$ cat config.mk
export PLATFORM = sky130hd
export DESIGN_NAME = enhanced_serial_port
export DESIGN_NICKNAME = d
export VERILOG_FILES = /design/src/serial_port_pkg.sv /design/src/enhanced_serial_port.sv
export SDC_FILE = /design/constraint.sdc
export NUM_CORES = 1
export LEC_CHECK = 0
export ABC_CLOCK_PERIOD_IN_PS = 2830
export BUFFER_PORTS_ARGS = -buffer_cell sky130_fd_sc_hd__buf_2
export CORE_ASPECT_RATIO = 1.5
export CORE_MARGIN = 4
export CORE_UTILIZATION = 59
export DETAILED_ROUTE_END_ITERATION = 16
export GPL_TIMING_DRIVEN = 0
export HOLD_SLACK_MARGIN = 0.03
export PLACE_DENSITY = 0.87
export SYNTH_ARGS = -nofsm -noshare
export SYNTH_HDL_FRONTEND = slang
export SYNTH_SLANG_ARGS = --single-unit
$ cat constraint.sdc
create_clock -name clk -period 2.83 [get_ports clk]
set_clock_uncertainty 0.2 [all_clocks]
set_input_delay 0.283 -clock clk [delete_from_list [all_inputs] [get_ports clk]]
set_output_delay 0.283 -clock clk [all_outputs]
set_load 0.005 [all_outputs]
$ cat src/serial_port_pkg.sv
// Constants, register map and shared types of the serial port.
// Assumes a single 20 MHz clock and a CPU that drives the plain register port.
//
// How it works
// - Transmit and receive paths run independently.
// - In modes 1 to 3 a completed byte overwrites an unread buffer.
// - Buffer write loads transmitter, read gives receiver.
// - Mode 0 shifts eight bits on receive pin.
// - Mode 1: start, eight data, stop.
// - Modes 1 and 3 use Timer 1 overflow.
// - Modes 2 and 3 send ninth bit.
// - Mode 2 stores ninth bit; stop only sets framing error.
// - Mode 2 rate is clock/32 or clock/16.
// - Mode 3 frames exactly like mode 2.
// - Only a buffer write starts transmission.
// - Reception start conditions per mode.
// - Control bit 7 shows error or mode.
// - Framing error is sticky until cleared.
// - Two mode bits select four modes.
// - Multiprocessor mode drops frames with ninth zero.
// - Done flags are the interrupt sources.
// - Mode 1 multiprocessor needs valid stop.
// - Rate-double bit resets to zero.
// - Mode 0 transmission ends in tenth machine cycle.
package serial_port_pkg;

    localparam logic [7:0] CTRL_ADDR   = 8'h98;
    localparam logic [7:0] BUFFER_ADDR = 8'h99;
    localparam logic [7:0] POWER_ADDR  = 8'h87;
    localparam logic [7:0] CTRL_RESET  = 8'h00;
    localparam logic [7:0] POWER_RESET = 8'h00;

    localparam int BIT_MODE_HI   = 7;
    localparam int BIT_MODE_LO   = 6;
    localparam int BIT_MULTIPROC = 5;
    localparam int BIT_RX_ENABLE = 4;
    localparam int BIT_TX_NINTH  = 3;
    localparam int BIT_RX_NINTH  = 2;
    localparam int BIT_TX_DONE   = 1;
    localparam int BIT_RX_DONE   = 0;
    localparam int BIT_DOUBLE    = 7;
    localparam int BIT_SELECT    = 6;

    localparam logic [1:0] MODE_SHIFT = 2'h0;
    localparam logic [1:0] MODE_UART8 = 2'h1;
    localparam logic [1:0] MODE_FIX9  = 2'h2;
    localparam logic [1:0] MODE_VAR9  = 2'h3;

    localparam logic [2:0] MC_FIRST    = 3'h0;
    localparam logic [2:0] MC_LOW_FROM = 3'h2;
    localparam logic [2:0] MC_LOW_TO   = 3'h4;
    localparam logic [2:0] MC_SAMPLE   = 3'h4;
    localparam logic [2:0] MC_SHIFT    = 3'h5;
    localparam logic [2:0] MC_LAST     = 3'h5;

    localparam logic [3:0] PHASE_MID   = 4'h7;
    localparam logic [3:0] PHASE_LAST  = 4'hF;
    localparam logic [3:0] MODE0_BITS  = 4'h8;
    localparam logic [3:0] FRAME8_BITS = 4'hA;
    localparam logic [3:0] FRAME9_BITS = 4'hB;
    localparam logic [3:0] STOP_LEFT   = 4'h2;
    localparam logic [3:0] LAST_LEFT   = 4'h1;

    typedef struct packed {
        logic [7:0] addr;
        logic [7:0] wdata;
        logic       wr;
        logic       rd;
    } bus_req_type;

    typedef enum logic [2:0] {TX_IDLE, TX_WAIT0, TX_SEND0, TX_LAST0, TX_FRAME} tx_state_type;
    typedef enum logic [1:0] {RX_IDLE, RX_SHIFT0, RX_FRAME, RX_DONE} rx_state_type;

endpackage : serial_port_pkg

$ cat src/enhanced_serial_port.sv
// Full-duplex serial port with shift-register and three asynchronous modes.
// Assumes Timer 1 overflow arrives as a one-cycle pulse on this clock and the
// receive pin is asynchronous to it.
`timescale 1ns/1ps
module enhanced_serial_port
(
    input  wire logic                        clk,
    input  wire logic                        rst_b,
    input  wire serial_port_pkg::bus_req_type bus,
    output logic [7:0]                       rdata,
    input  wire logic                        timer1_overflow,
    input  wire logic                        rxd_in,
    output logic                             rxd_out,
    output logic                             rxd_oe_b,
    output logic                             txd,
    output logic                             tx_done_flag,
    output logic                             rx_done_flag
);
    import serial_port_pkg::*;

    ////////////////////////////////////////////////////////////////////////////
    logic               mode_sel_hi;
    logic               mode_sel_lo;
    logic               multiproc_enable;
    logic               rx_enable;
    logic               tx_ninth_bit;
    logic               rx_ninth_bit;
    logic               frame_err_flag;
    logic               baud_double;
    logic               bit7_select;
    logic [1:0]         mode;
    logic               wr_ctrl;
    logic               wr_buf;
    logic               wr_power;
    logic [2:0]         mc;
    logic               rxd_meta;
    logic               rxd_s2;
    logic               rxd_s3;
    logic               rxd_level;
    logic               rxd_level_d;
    logic               rxd_fall;
    logic               half;
    logic               rate_src;
    logic               tick16;
    tx_state_type       tx_state;
    logic [10:0]        tx_shift;
    logic [3:0]         tx_left;
    logic [3:0]         tx_phase;
    rx_state_type       rx_state;
    logic [10:0]        rx_shift;
    logic [3:0]         rx_count;
    logic [3:0]         rx_phase;
    logic [3:0]         rx_nbits;
    logic [7:0]         rx_buffer;
    logic [7:0]         rx_data;
    logic               rx_stop;
    logic               rx_ninth;
    logic               rx_load;
    logic               tx_done_set;
    logic               fe_set;
    logic               clk_high;
    logic               shift_clk_on;

    assign mode     = {mode_sel_hi, mode_sel_lo};
    assign wr_ctrl  = bus.wr && (bus.addr == CTRL_ADDR);
    assign wr_buf   = bus.wr && (bus.addr == BUFFER_ADDR);
    assign wr_power = bus.wr && (bus.addr == POWER_ADDR);
    assign rxd_fall = rxd_level_d && !rxd_level;
    assign rx_nbits = mode[1] ? FRAME9_BITS : FRAME8_BITS;

    ////////////////////////////////////////////////////////////////////////////
    // Machine cycle of six clocks paces mode 0.
    always_ff @(posedge clk or negedge rst_b)
    begin
        if (!rst_b)
            mc <= MC_FIRST;
        else if (mc == MC_LAST)
            mc <= MC_FIRST;
        else
            mc <= mc + 3'h1;
    end

    // The first stage is read only by the second; a level is taken once two
    // later stages agree, which filters single-cycle glitches.
    always_ff @(posedge clk or negedge rst_b)
    begin
        if (!rst_b)
        begin
            rxd_meta    <= 1'b1;
            rxd_s2      <= 1'b1;
            rxd_s3      <= 1'b1;
            rxd_level   <= 1'b1;
            rxd_level_d <= 1'b1;
        end
        else
        begin
            rxd_meta    <= rxd_in;
            rxd_s2      <= rxd_meta;
            rxd_s3      <= rxd_s2;
            rxd_level_d <= rxd_level;
            if (rxd_s2 == rxd_s3)
                rxd_level <= rxd_s3;
        end
    end

    // Sixteen-times bit clock: mode 2 from the CPU clock, modes 1 and 3 from
    // Timer 1; the halving stage is skipped when the rate is doubled.
    assign rate_src = (mode == MODE_FIX9) ? 1'b1 : timer1_overflow;
    assign tick16   = rate_src && (baud_double || half);

    always_ff @(posedge clk or negedge rst_b)
    begin
        if (!rst_b)
            half <= 1'b0;
        else if (rate_src)
            half <= !half;
    end

    ////////////////////////////////////////////////////////////////////////////
    // Transmitter; a new buffer write always restarts it.
    always_ff @(posedge clk or negedge rst_b)
    begin
        if (!rst_b)
        begin
            tx_state <= TX_IDLE;
            tx_shift <= '1;
            tx_left  <= '0;
            tx_phase <= '0;
        end
        else if (wr_buf)
        begin
            tx_phase <= '0;
            if (mode == MODE_SHIFT)
            begin
                tx_state <= TX_WAIT0;
                tx_shift <= {3'h7, bus.wdata};
                tx_left  <= MODE0_BITS;
            end
            else
            begin
                tx_state <= TX_FRAME;
                tx_shift <= {1'b1, mode[1] ? tx_ninth_bit : 1'b1, bus.wdata, 1'b0};
                tx_left  <= rx_nbits;
            end
        end
        else
        begin
            unique case (tx_state)
                TX_IDLE:
                    tx_state <= TX_IDLE;
                TX_WAIT0:
                    if (mc == MC_SHIFT)
                        tx_state <= TX_SEND0;
                TX_SEND0:
                    if (mc == MC_SHIFT)
                    begin
                        tx_shift <= {1'b1, tx_shift[10:1]};
                        tx_left  <= tx_left - 4'h1;
                        if (tx_left == LAST_LEFT)
                            tx_state <= TX_LAST0;
                    end
                TX_LAST0:
                    if (mc == MC_FIRST)
                        tx_state <= TX_IDLE;
                TX_FRAME:
                    if (tick16)
                    begin
                        tx_phase <= tx_phase + 4'h1;
                        if (tx_phase == PHASE_LAST)
                        begin
                            tx_shift <= {1'b1, tx_shift[10:1]};
                            tx_left  <= tx_left - 4'h1;
                            if (tx_left == LAST_LEFT)
                                tx_state <= TX_IDLE;
                        end
                    end
                default:
                    tx_state <= TX_IDLE;
            endcase
        end
    end

    assign tx_done_set = !wr_buf &&
        (((tx_state == TX_LAST0) && (mc == MC_FIRST)) ||
         ((tx_state == TX_FRAME) && tick16 && (tx_phase == PHASE_LAST) &&
          (tx_left == STOP_LEFT)));

    ////////////////////////////////////////////////////////////////////////////
    // Receiver with its own shift register, so in modes 1 to 3 it can run while
    // the buffer still holds an unread byte.
    always_ff @(posedge clk or negedge rst_b)
    begin
        if (!rst_b)
        begin
            rx_state <= RX_IDLE;
            rx_shift <= '1;
            rx_count <= '0;
            rx_phase <= '0;
        end
        else
        begin
            unique case (rx_state)
                RX_IDLE:
                    if (rx_enable)
                    begin
                        if (mode == MODE_SHIFT)
                        begin
                            if (!rx_done_flag)
                            begin
                                rx_state <= RX_SHIFT0;
                                rx_count <= MODE0_BITS;
                            end
                        end
                        else if (rxd_fall)
                        begin
                            rx_state <= RX_FRAME;
                            rx_phase <= '0;
                            rx_count <= rx_nbits;
                        end
                    end
                RX_SHIFT0:
                    if (mc == MC_SAMPLE)
                    begin
                        rx_shift <= {rxd_level, rx_shift[10:1]};
                        rx_count <= rx_count - 4'h1;
                        if (rx_count == LAST_LEFT)
                            rx_state <= RX_DONE;
                    end
                RX_FRAME:
                    if (tick16)
                    begin
                        rx_phase <= rx_phase + 4'h1;
                        if (rx_phase == PHASE_MID)
                        begin
                            // A start bit gone high by mid-bit was noise.
                            if ((rx_count == rx_nbits) && rxd_level)
                                rx_state <= RX_IDLE;
                            else
                            begin
                                rx_shift <= {rxd_level, rx_shift[10:1]};
                                rx_count <= rx_count - 4'h1;
                                if (rx_count == LAST_LEFT)
                                    rx_state <= RX_DONE;
                            end
                        end
                    end
                RX_DONE:
                    rx_state <= RX_IDLE;
            endcase
        end
    end

    // Field positions differ by frame length after the last shift.
    always_comb
    begin
        if (mode == MODE_SHIFT)
            rx_data = rx_shift[10:3];
        else if (mode[1])
            rx_data = rx_shift[8:1];
        else
            rx_data = rx_shift[9:2];
        rx_stop  = rx_shift[10];
        rx_ninth = mode[1] ? rx_shift[9] : rx_stop;
    end

    // Mode 0 ignores the multiprocessor bit, which software keeps clear there.
    assign rx_load = (rx_state == RX_DONE) &&
        ((mode == MODE_SHIFT) || !multiproc_enable || rx_ninth);
    assign fe_set  = (rx_state == RX_DONE) && (mode != MODE_SHIFT) && !rx_stop;

    always_ff @(posedge clk or negedge rst_b)
    begin
        if (!rst_b)
            rx_buffer <= '0;
        else if (rx_load)
            rx_buffer <= rx_data;
    end

    ////////////////////////////////////////////////////////////////////////////
    // Control bits; a hardware set wins over a software write in the same cycle.
    always_ff @(posedge clk or negedge rst_b)
    begin
        if (!rst_b)
        begin
            mode_sel_hi      <= CTRL_RESET[BIT_MODE_HI];
            mode_sel_lo      <= CTRL_RESET[BIT_MODE_LO];
            multiproc_enable <= CTRL_RESET[BIT_MULTIPROC];
            rx_enable        <= CTRL_RESET[BIT_RX_ENABLE];
            tx_ninth_bit     <= CTRL_RESET[BIT_TX_NINTH];
        end
        else if (wr_ctrl)
        begin
            if (!bit7_select)
                mode_sel_hi <= bus.wdata[BIT_MODE_HI];
            mode_sel_lo      <= bus.wdata[BIT_MODE_LO];
            multiproc_enable <= bus.wdata[BIT_MULTIPROC];
            rx_enable        <= bus.wdata[BIT_RX_ENABLE];
            tx_ninth_bit     <= bus.wdata[BIT_TX_NINTH];
        end
    end

    always_ff @(posedge clk or negedge rst_b)
    begin
        if (!rst_b)
        begin
            tx_done_flag   <= CTRL_RESET[BIT_TX_DONE];
            rx_done_flag   <= CTRL_RESET[BIT_RX_DONE];
            rx_ninth_bit   <= CTRL_RESET[BIT_RX_NINTH];
            frame_err_flag <= 1'b0;
        end
        else
        begin
            if (tx_done_set)
                tx_done_flag <= 1'b1;
            else if (wr_ctrl)
                tx_done_flag <= bus.wdata[BIT_TX_DONE];
            if (rx_load)
                rx_done_flag <= 1'b1;
            else if (wr_ctrl)
                rx_done_flag <= bus.wdata[BIT_RX_DONE];
            if (rx_load && (mode != MODE_SHIFT))
                rx_ninth_bit <= rx_ninth;
            else if (wr_ctrl)
                rx_ninth_bit <= bus.wdata[BIT_RX_NINTH];
            if (fe_set)
                frame_err_flag <= 1'b1;
            else if (wr_ctrl && bit7_select)
                frame_err_flag <= bus.wdata[BIT_MODE_HI];
        end
    end

    always_ff @(posedge clk or negedge rst_b)
    begin
        if (!rst_b)
        begin
            baud_double <= POWER_RESET[BIT_DOUBLE];
            bit7_select <= POWER_RESET[BIT_SELECT];
        end
        else if (wr_power)
        begin
            baud_double <= bus.wdata[BIT_DOUBLE];
            bit7_select <= bus.wdata[BIT_SELECT];
        end
    end

    // Read data stand only in the cycle after the strobe; otherwise zero.
    always_ff @(posedge clk or negedge rst_b)
    begin
        if (!rst_b)
            rdata <= '0;
        else if (bus.rd && (bus.addr == CTRL_ADDR))
            rdata <= {bit7_select ? frame_err_flag : mode_sel_hi, mode_sel_lo,
                      multiproc_enable, rx_enable, tx_ninth_bit, rx_ninth_bit,
                      tx_done_flag, rx_done_flag};
        else if (bus.rd && (bus.addr == BUFFER_ADDR))
            rdata <= rx_buffer;
        else if (bus.rd && (bus.addr == POWER_ADDR))
            rdata <= {baud_double, bit7_select, 6'h00};
        else
            rdata <= '0;
    end

    ////////////////////////////////////////////////////////////////////////////
    // Pins: in mode 0 the transmit pin carries the shift clock and the receive
    // pin carries data both ways; otherwise the transmit pin carries frames.
    assign clk_high     = (mc < MC_LOW_FROM) || (mc > MC_LOW_TO);
    assign shift_clk_on = (tx_state == TX_SEND0) || (tx_state == TX_LAST0) ||
                          (rx_state == RX_SHIFT0);

    always_ff @(posedge clk or negedge rst_b)
    begin
        if (!rst_b)
        begin
            txd      <= 1'b1;
            rxd_out  <= 1'b1;
            rxd_oe_b <= 1'b1;
        end
        else
        begin
            if (mode == MODE_SHIFT)
                txd <= shift_clk_on ? clk_high : 1'b1;
            else
                txd <= (tx_state == TX_FRAME) ? tx_shift[0] : 1'b1;
            rxd_out  <= tx_shift[0];
            rxd_oe_b <= !((mode == MODE_SHIFT) && (tx_state == TX_SEND0));
        end
    end
endmodule : enhanced_serial_port

==> results of run 1 <==
==> state kept, by name (all words and copies together) (netlist names), 2 cells and up <==
register and count:
rx_state 2, rx_phase 4, rx_buffer 8, rx_count 4, tx_phase 4, rdata 8
tx_state 3, mc 3, tx_shift 10, tx_left 4, rx_shift 10
==> path summary, 6_finish.rpt <==
kind	startpoint	endpoint	slack, ns	cells past startpoint
min in group asynchronous	rst_b	mc[0]$_DFF_PN0_	0.23	2
hold / removal	timer1_overflow	half$_DFFE_PN0P_	0.07	3
hold reg to reg	rxd_meta$_DFF_PN1_	rxd_s2$_DFF_PN1_	0.16	0
setup / recovery	rx_state[0]$_DFFE_PN0P_	rx_shift[2]$_DFFE_PN1P_	0.28	7
setup reg to reg	rx_state[0]$_DFFE_PN0P_	rx_shift[2]$_DFFE_PN1P_	0.28	7
max in group asynchronous	rst_b	tx_shift[1]$_DFFE_PN1P_	1.58	3
==> cell usage after synthesis (3+ instances only) <==
cell / number
dfrtp_1: 52
nand2_1: 45
a21oi_1: 35
nor2_1: 34
dfstp_2: 28
o21ai_0: 23
inv_1: 18
mux2_2: 18
clkbuf_1: 15
mux2i_1: 15
ha_1: 11
nand3_1: 11
nor3_1: 9
a32oi_1: 7
a22o_1: 6
xnor2_1: 6
and3_1: 5
a211oi_1: 4
nand2b_1: 4
or3_1: 4
a31oi_1: 3
o22a_1: 3
==> cell families (layout without fill, tap and decap cells) <==
group / after synthesis / after routing / share of synthesized area
xor gates and xnor gates: 8 / 8 / 0.0173
DFF: 80 / 80 / 0.504
AOI/OAI and AO/OA: 102 / 102 / 0.165
buffers and inverters: 37 / 98 / 0.0359
muxes: 33 / 33 / 0.0873
and+or+nand+nor: 130 / 130 / 0.154
adders and majority gates: 12 / 12 / 0.0365
==> report_power, final <==
group          leakage, µW  total, µW  internal, µW  switching [µW]
combinational      0.00103       1170           523             648
sequential        0.000949       1710          1480             229
clock            0.0000894        753           364             388
==> cell type report <==
type / instances / area (µm²) / area share
clock inverter: 3 / 17.5 / 0.00380
inverter: 18 / 67.6 / 0.0146
timing repair buffer: 45 / 300 / 0.0651
tap: 76 / 95.1 / 0.0206
multi-input combinational: 285 / 1860 / 0.403
buffer: 19 / 77.6 / 0.0168
sequential: 80 / 2040 / 0.441
clock buffer: 13 / 159 / 0.0344
==> placed cells by master (no fill, tap or decap), types with 15 or more instances in the layout <==
cell type	synthesis	final
dfstp_2	28	28
buf_2	2	35
a21oi_1	35	35
o21ai_0	23	23
nand2_1	45	45
mux2_2	18	18
mux2i_1	15	15
dfrtp_1	52	52
inv_1	18	18
clkbuf_1	15	17
nor2_1	34	34
==> stage by stage <==
stage	power, µW	util
after CTS	3650	0.702
after detailed placement	2870	0.660
after floorplan	2550	-
after global placement	2780	0.655
after global routing	3890	0.702
final	3630	0.702
==> metal layers <==
layer  share of wire  up-vias
met5               0        -
met2            0.52       91
met4           0.032        0
li1                -     1549
met3           0.044       24
met1            0.40     1610
==> worst reg2reg max path: stages (launching register included) <==
cell and delay, ns:
dfrtp_1 0.40, inv_1 0.08, ha_1 0.19, clkbuf_1 0.21, inv_1 0.21, a21oi_1 0.08, a211oi_2 0.71, mux2_2 0.42
==> what timing repair did <==
action                    4_1_cts  5_1_grt
setup buffers                   0        0
hold endpoints to repair       50        0
hold buffers                   10        0
==> results.tsv, run 1 <==
stage	metric	value	unit
status	status	completed	
cells_and_area	fin_cells	539	
clock_tree	cts_resized	0	
synthesis	synth_cell_type_count	57	
routing	first_pass_iters	5	
synthesis	synth_top_flop_cell	dfrtp_1	
placement	numPortBuffers	34	
global_route	gr-usage-all-layers	0.237	
placement	post-place-cells	513	
synthesis	netlist.area_leader.share	0.322	
cells_and_area	layout-drive-gt1-share	0.229	
cells_and_area	nets	491	
placement	dpl.hpwl	6330	µm
timing	setup_slack	0.279	ns
global_route	use_met1	0.274	
global_route	met2_usage	0.408	
timing	setup_viol	0	
critical_path	slowest_stage	a211oi_2	
placement	preCtsSetupSlack	0.291	ns
floorplan	core	6580	µm²
clock_tree	cts_sinks	80	
clock_tree	cts_root_buf	clkbuf_8	
global_route	met3_usage	0.0439	
clock_tree	cts_tree	done	
cells_and_area	antenna_cells	0	
synthesis	synth_nets	435	
routing	wl_per_cell	16.5	µm
power_and_ir_drop	powerDensity	787	nW/µm²
routing	drt_iter0_drc	199	
routing	drc_errors	0	
synthesis	yosys_warnings	0	
critical_path	crit_chain	inv_1 -> ha_1 -> clkbuf_1 -> inv_1 -> a21oi_1 -> a211oi_2 -> mux2_2	
critical_path	slowest_delay	0.71	ns
cells_and_area	nFillCells	463	
global_route	antenna_found_initial	0	
critical_path	cp-start-kind	flop	
routing	routed_via_density	6.07	
power_and_ir_drop	ir_drop	478	µV
critical_path	cp_max_fo	10	
cells_and_area	stdcell_area	4610	µm²
timing	holdWs	0.0727	ns
global_route	grt-busiest-layer	met2	
critical_path	crit_required	2.91	ns
synthesis	async_flop_share	1.00	
cells_and_area	syn_to_final_growth	14.1	%
hold_path	hold_class	in -> reg	
floorplan	start_util	0.615	
global_route	grt_pass1_wl	14800	µm
run	maxCapViolations	0	
synthesis	synth_top_area_cell	dfrtp_1	
critical_path	crit_top_cell	inv_1	
timing	tns	0	ns
floorplan	die_w	75.6	µm
timing	finalCritPeriodShare	0.901	
timing	max_freq	392	MHz
critical_path	worstPathArrival	2.63	ns
clock_tree	clkLatencyLatePin	0.35	ns
routing	finalWirelength	8870	µm
global_route	grt_max_degree	48	
timing	period_minus_slack	2.55	ns
timing	worstMarginPinSlew	0.832	ns
power_and_ir_drop	p_leak	0.00207	µW
critical_path	cp-end-kind	flop	
floorplan	die_area	8270	µm²
synthesis	synth_top_cells_by_area	dfrtp_1, dfstp_2, mux2_2, a21oi_1, nand2_1	
floorplan	rows	36	
critical_path	worst-path-buf-inv	3	
critical_path	cp_top_family	compound AO/OA/AOI/OAI gates	
timing	slew_headroom	0.444	
placement	gp_congestion	0.909	
clock_tree	cts_buffers	9	
global_route	grt_pass1_vias	3194	
timing	rsz0062_at_grt	no	
clock_tree	clock_path_buffers	2	
routing	ant_nets	0	
clock_tree	htree_levels	3	
synthesis	synth.avg_cell_area	10.1	µm²
floorplan	top_level_ports	35	
timing	slew_viol_final	0	
timing	finalHoldViolCount	0	
floorplan	die_y	109	µm
critical_path	critPathKind	reg -> reg	
synthesis	synth_seq_area_share	0.504	
synthesis	synth-edff-count	0	
synthesis	ys_ff_latch	80	
synthesis	syn_inst	402	
routing	num_vias	3274	
clock_tree	clk_pin_slew	0.08	ns
synthesis	netlist_area	4040	µm²
placement	dpl-instance-area	4340	µm²
global_route	overflow	0	
No activity file was read; power rests on OpenSTA's default activity.
==> run 2, diff against run 1 <==
Settings changed: CORE_UTILIZATION 59 to 30, PLACE_DENSITY 0.87 to 0.54.
==> run 2 against run 1 <==
Effect of this change:
- cell count is 15% higher
- global-route usage is 11 points lower
- sequential share of layout area is 2.0 points lower
- sequential power hardly changed
- critical endpoint is now rx_shift[9]$_DFFE_PN1P_
- highest routed layer unchanged
==> results.tsv, run 2 (same netlist as run 1, synthesis figures left out) <==
stage	metric	value	unit	change
placement	gp_congestion	0.807		was 0.909
floorplan	core	13100	µm²	was 6580 µm²
global_route	grt_max_degree	43		was 48
cells_and_area	final_common_cell	dfrtp_1		unchanged
critical_path	r2r_slack	0.25	ns	was 0.28 ns
timing	holdWs	0.0531	ns	was 0.0727 ns
routing	routed_via_density	5.10		was 6.07
clock_tree	cts_tree	done		unchanged
routing	wl_per_cell	15.5	µm	was 16.5 µm
critical_path	cp-end-kind	flop		unchanged
timing	period_minus_slack	2.58	ns	was 2.55 ns
clock_tree	clock_path_buffers	2		unchanged
critical_path	reg2reg_to	rx_shift[9]$_DFFE_PN1P_		was rx_shift[2]$_DFFE_PN1P_
critical_path	critPathKind	reg -> reg		unchanged
power_and_ir_drop	p_leak	0.00213	µW	was 0.00207 µW
routing	drc_errors	0		unchanged
critical_path	cp_max_fo	10		unchanged
timing	finalHoldViolCount	0		unchanged
status	status	completed		unchanged
routing	num_vias	3170		was 3274
cells_and_area	antenna_cells	0		unchanged
timing	slew_headroom	0.419		was 0.444
timing	slew_viol_final	0		unchanged
global_route	grt_pass1_vias	3238		was 3194
floorplan	die_area	15400	µm²	was 8270 µm²
cells_and_area	largestRegisters	rx_shift (10), tx_shift (10)		unchanged
cells_and_area	multi_input_area	1860	µm²	unchanged
hold_path	holdPathStages	3		unchanged
timing	setup_viol	0		unchanged
clock_tree	cts_root_buf	clkbuf_16		was clkbuf_8
timing	finalCritPeriodShare	0.912		was 0.901
cells_and_area	syn_to_final_growth	19.7	%	was 14.1%
critical_path	worstPathArrival	2.64	ns	was 2.63 ns
timing	rsz0062_at_grt	no		unchanged
global_route	grt_pass1_wl	15900	µm	was 14800 µm
power_and_ir_drop	ir_drop	274	µV	was 478 µV
floorplan	start_util	0.309		was 0.615
hold_path	hold_class	in -> reg		unchanged
clock_tree	htree_levels	3		unchanged
cells_and_area	final_cell_mix	dfrtp_1, nand2_1, a21oi_1, buf_2, nor2_1		unchanged
timing	worstMarginPinSlew	0.870	ns	was 0.832 ns
global_route	antenna_found_initial	0		unchanged
clock_tree	clk_pin_slew	0.06	ns	was 0.08 ns
cells_and_area	nets	490		was 491
placement	post-place-cells	596		was 513
floorplan	top_level_ports	35		unchanged
placement	numPortBuffers	34		unchanged
hold_path	hold_end	tx_shift[7]$_DFFE_PN1P_		was half$_DFFE_PN0P_
cells_and_area	register_area	2040	µm²	unchanged
timing	tns	0	ns	unchanged
routing	ant_nets	0		unchanged
timing	max_freq	387	MHz	was 392 MHz
global_route	overflow	0		unchanged
power_and_ir_drop	power.total	4050	µW	was 3630 µW
run	maxCapViolations	0		unchanged
power_and_ir_drop	powerDensity	837	nW/µm²	was 787 nW/µm²
clock_tree	cts_sinks	80		unchanged
global_route	gr-usage-all-layers	0.131		was 0.237
routing	finalWirelength	9620	µm	was 8870 µm
floorplan	die_y	150	µm	was 109 µm
critical_path	cp-start-kind	flop		unchanged
floorplan	die_w	103	µm	was 75.6 µm
clock_tree	cts_buffers	9		unchanged
floorplan	rows	51		was 36
cells_and_area	nFillCells	1306		was 463
critical_path	r2r-start	rx_state[0]$_DFFE_PN0P_		unchanged
critical_path	crit_required	2.89	ns	was 2.91 ns
clock_tree	clkLatencyLatePin	0.33	ns	was 0.35 ns
routing	drt_iter0_drc	142		was 199
cells_and_area	layout-drive-gt1-share	0.234		was 0.229
placement	preCtsSetupSlack	0.206	ns	was 0.291 ns
timing	setup_slack	0.249	ns	was 0.279 ns
hold_path	hp-start	bus[9]		was timer1_overflow
placement	dpl.hpwl	7180	µm	was 6330 µm
routing	first_pass_iters	4		was 5
cells_and_area	fin_cells	621		was 539
critical_path	reg2reg_depth	7		unchanged
-- run 2: cell types whose count changed in the layout (fill, tap and decap cells not counted), sizes merged --
cell and delta:
dlygate4sd3 -1, inv +2, clkinvlp -1, bufinv +1, clkbuf -2
-- run 2: stage by stage --
step                cell area [µm²]   util
global placement               4410  0.337
CTS                            4840  0.370
finish                         4840  0.370
floorplan                      4040      -
global route                   4840  0.370
detailed placement             4430  0.339
-- run 2: layout make-up --
class                           count  area share
Buffer                             19      0.0160
Clock inverter                      5      0.0127
Tap cell                          159      0.0411
Multi-Input combinational cell    285       0.385
Clock buffer                       11      0.0522
Sequential cell                    80       0.421
Inverter                           18      0.0140
Timing Repair Buffer               44      0.0584
-- run 2: power breakdown --
| part | total [µW] | internal (µW) | switching [µW] |
|---|---|---|---|
| logic | 1140 | 516 | 628 |
| clock network | 1210 | 737 | 469 |
| registers | 1700 | 1480 | 216 |
| total | 4050 | 2740 | 1310 |
-- run 2: worst max-delay path: stages (launching register included) --
cell and delay [ns]:
dfrtp_1 0.39, inv_1 0.08, ha_1 0.19, clkbuf_1 0.21, inv_1 0.22, a21oi_1 0.07
a211oi_2 0.73, mux2_2 0.42
-- run 2: how the worst max path moves through the flow --
stage	cells after the start	startpoint	endpoint	slack, ns
floorplan	7	rx_state[0]$_DFFE_PN0P_	rx_shift[10]$_DFFE_PN1P_	0.62
global placement	7	rx_state[0]$_DFFE_PN0P_	rx_shift[1]$_DFFE_PN1P_	0.23
detailed placement	7	rx_state[0]$_DFFE_PN0P_	rx_shift[9]$_DFFE_PN1P_	0.21
CTS	7	rx_state[0]$_DFFE_PN0P_	rx_shift[9]$_DFFE_PN1P_	0.20
global route	7	rx_state[0]$_DFFE_PN0P_	rx_shift[9]$_DFFE_PN1P_	0.05
finish	7	rx_state[0]$_DFFE_PN0P_	rx_shift[9]$_DFFE_PN1P_	0.25
-- run 2: what timing repair did --
action / 4_1_cts / 5_1_grt
hold buffers: 9 / 0
setup buffers: 0 / 0
endpoints found under the hold margin: 36 / 0
resized for setup: 0 / 0
-- run 2: routing by layer --
layer / wire (µm) / GRT usage / vias to the layer above
met3: 289 / 0.0246 / 12
met5: 0 / 0 / -
met1: 3840 / 0.144 / 1563
li1: - / - / 1545
met4: 233 / 0.0512 / 0
met2: 5260 / 0.244 / 50
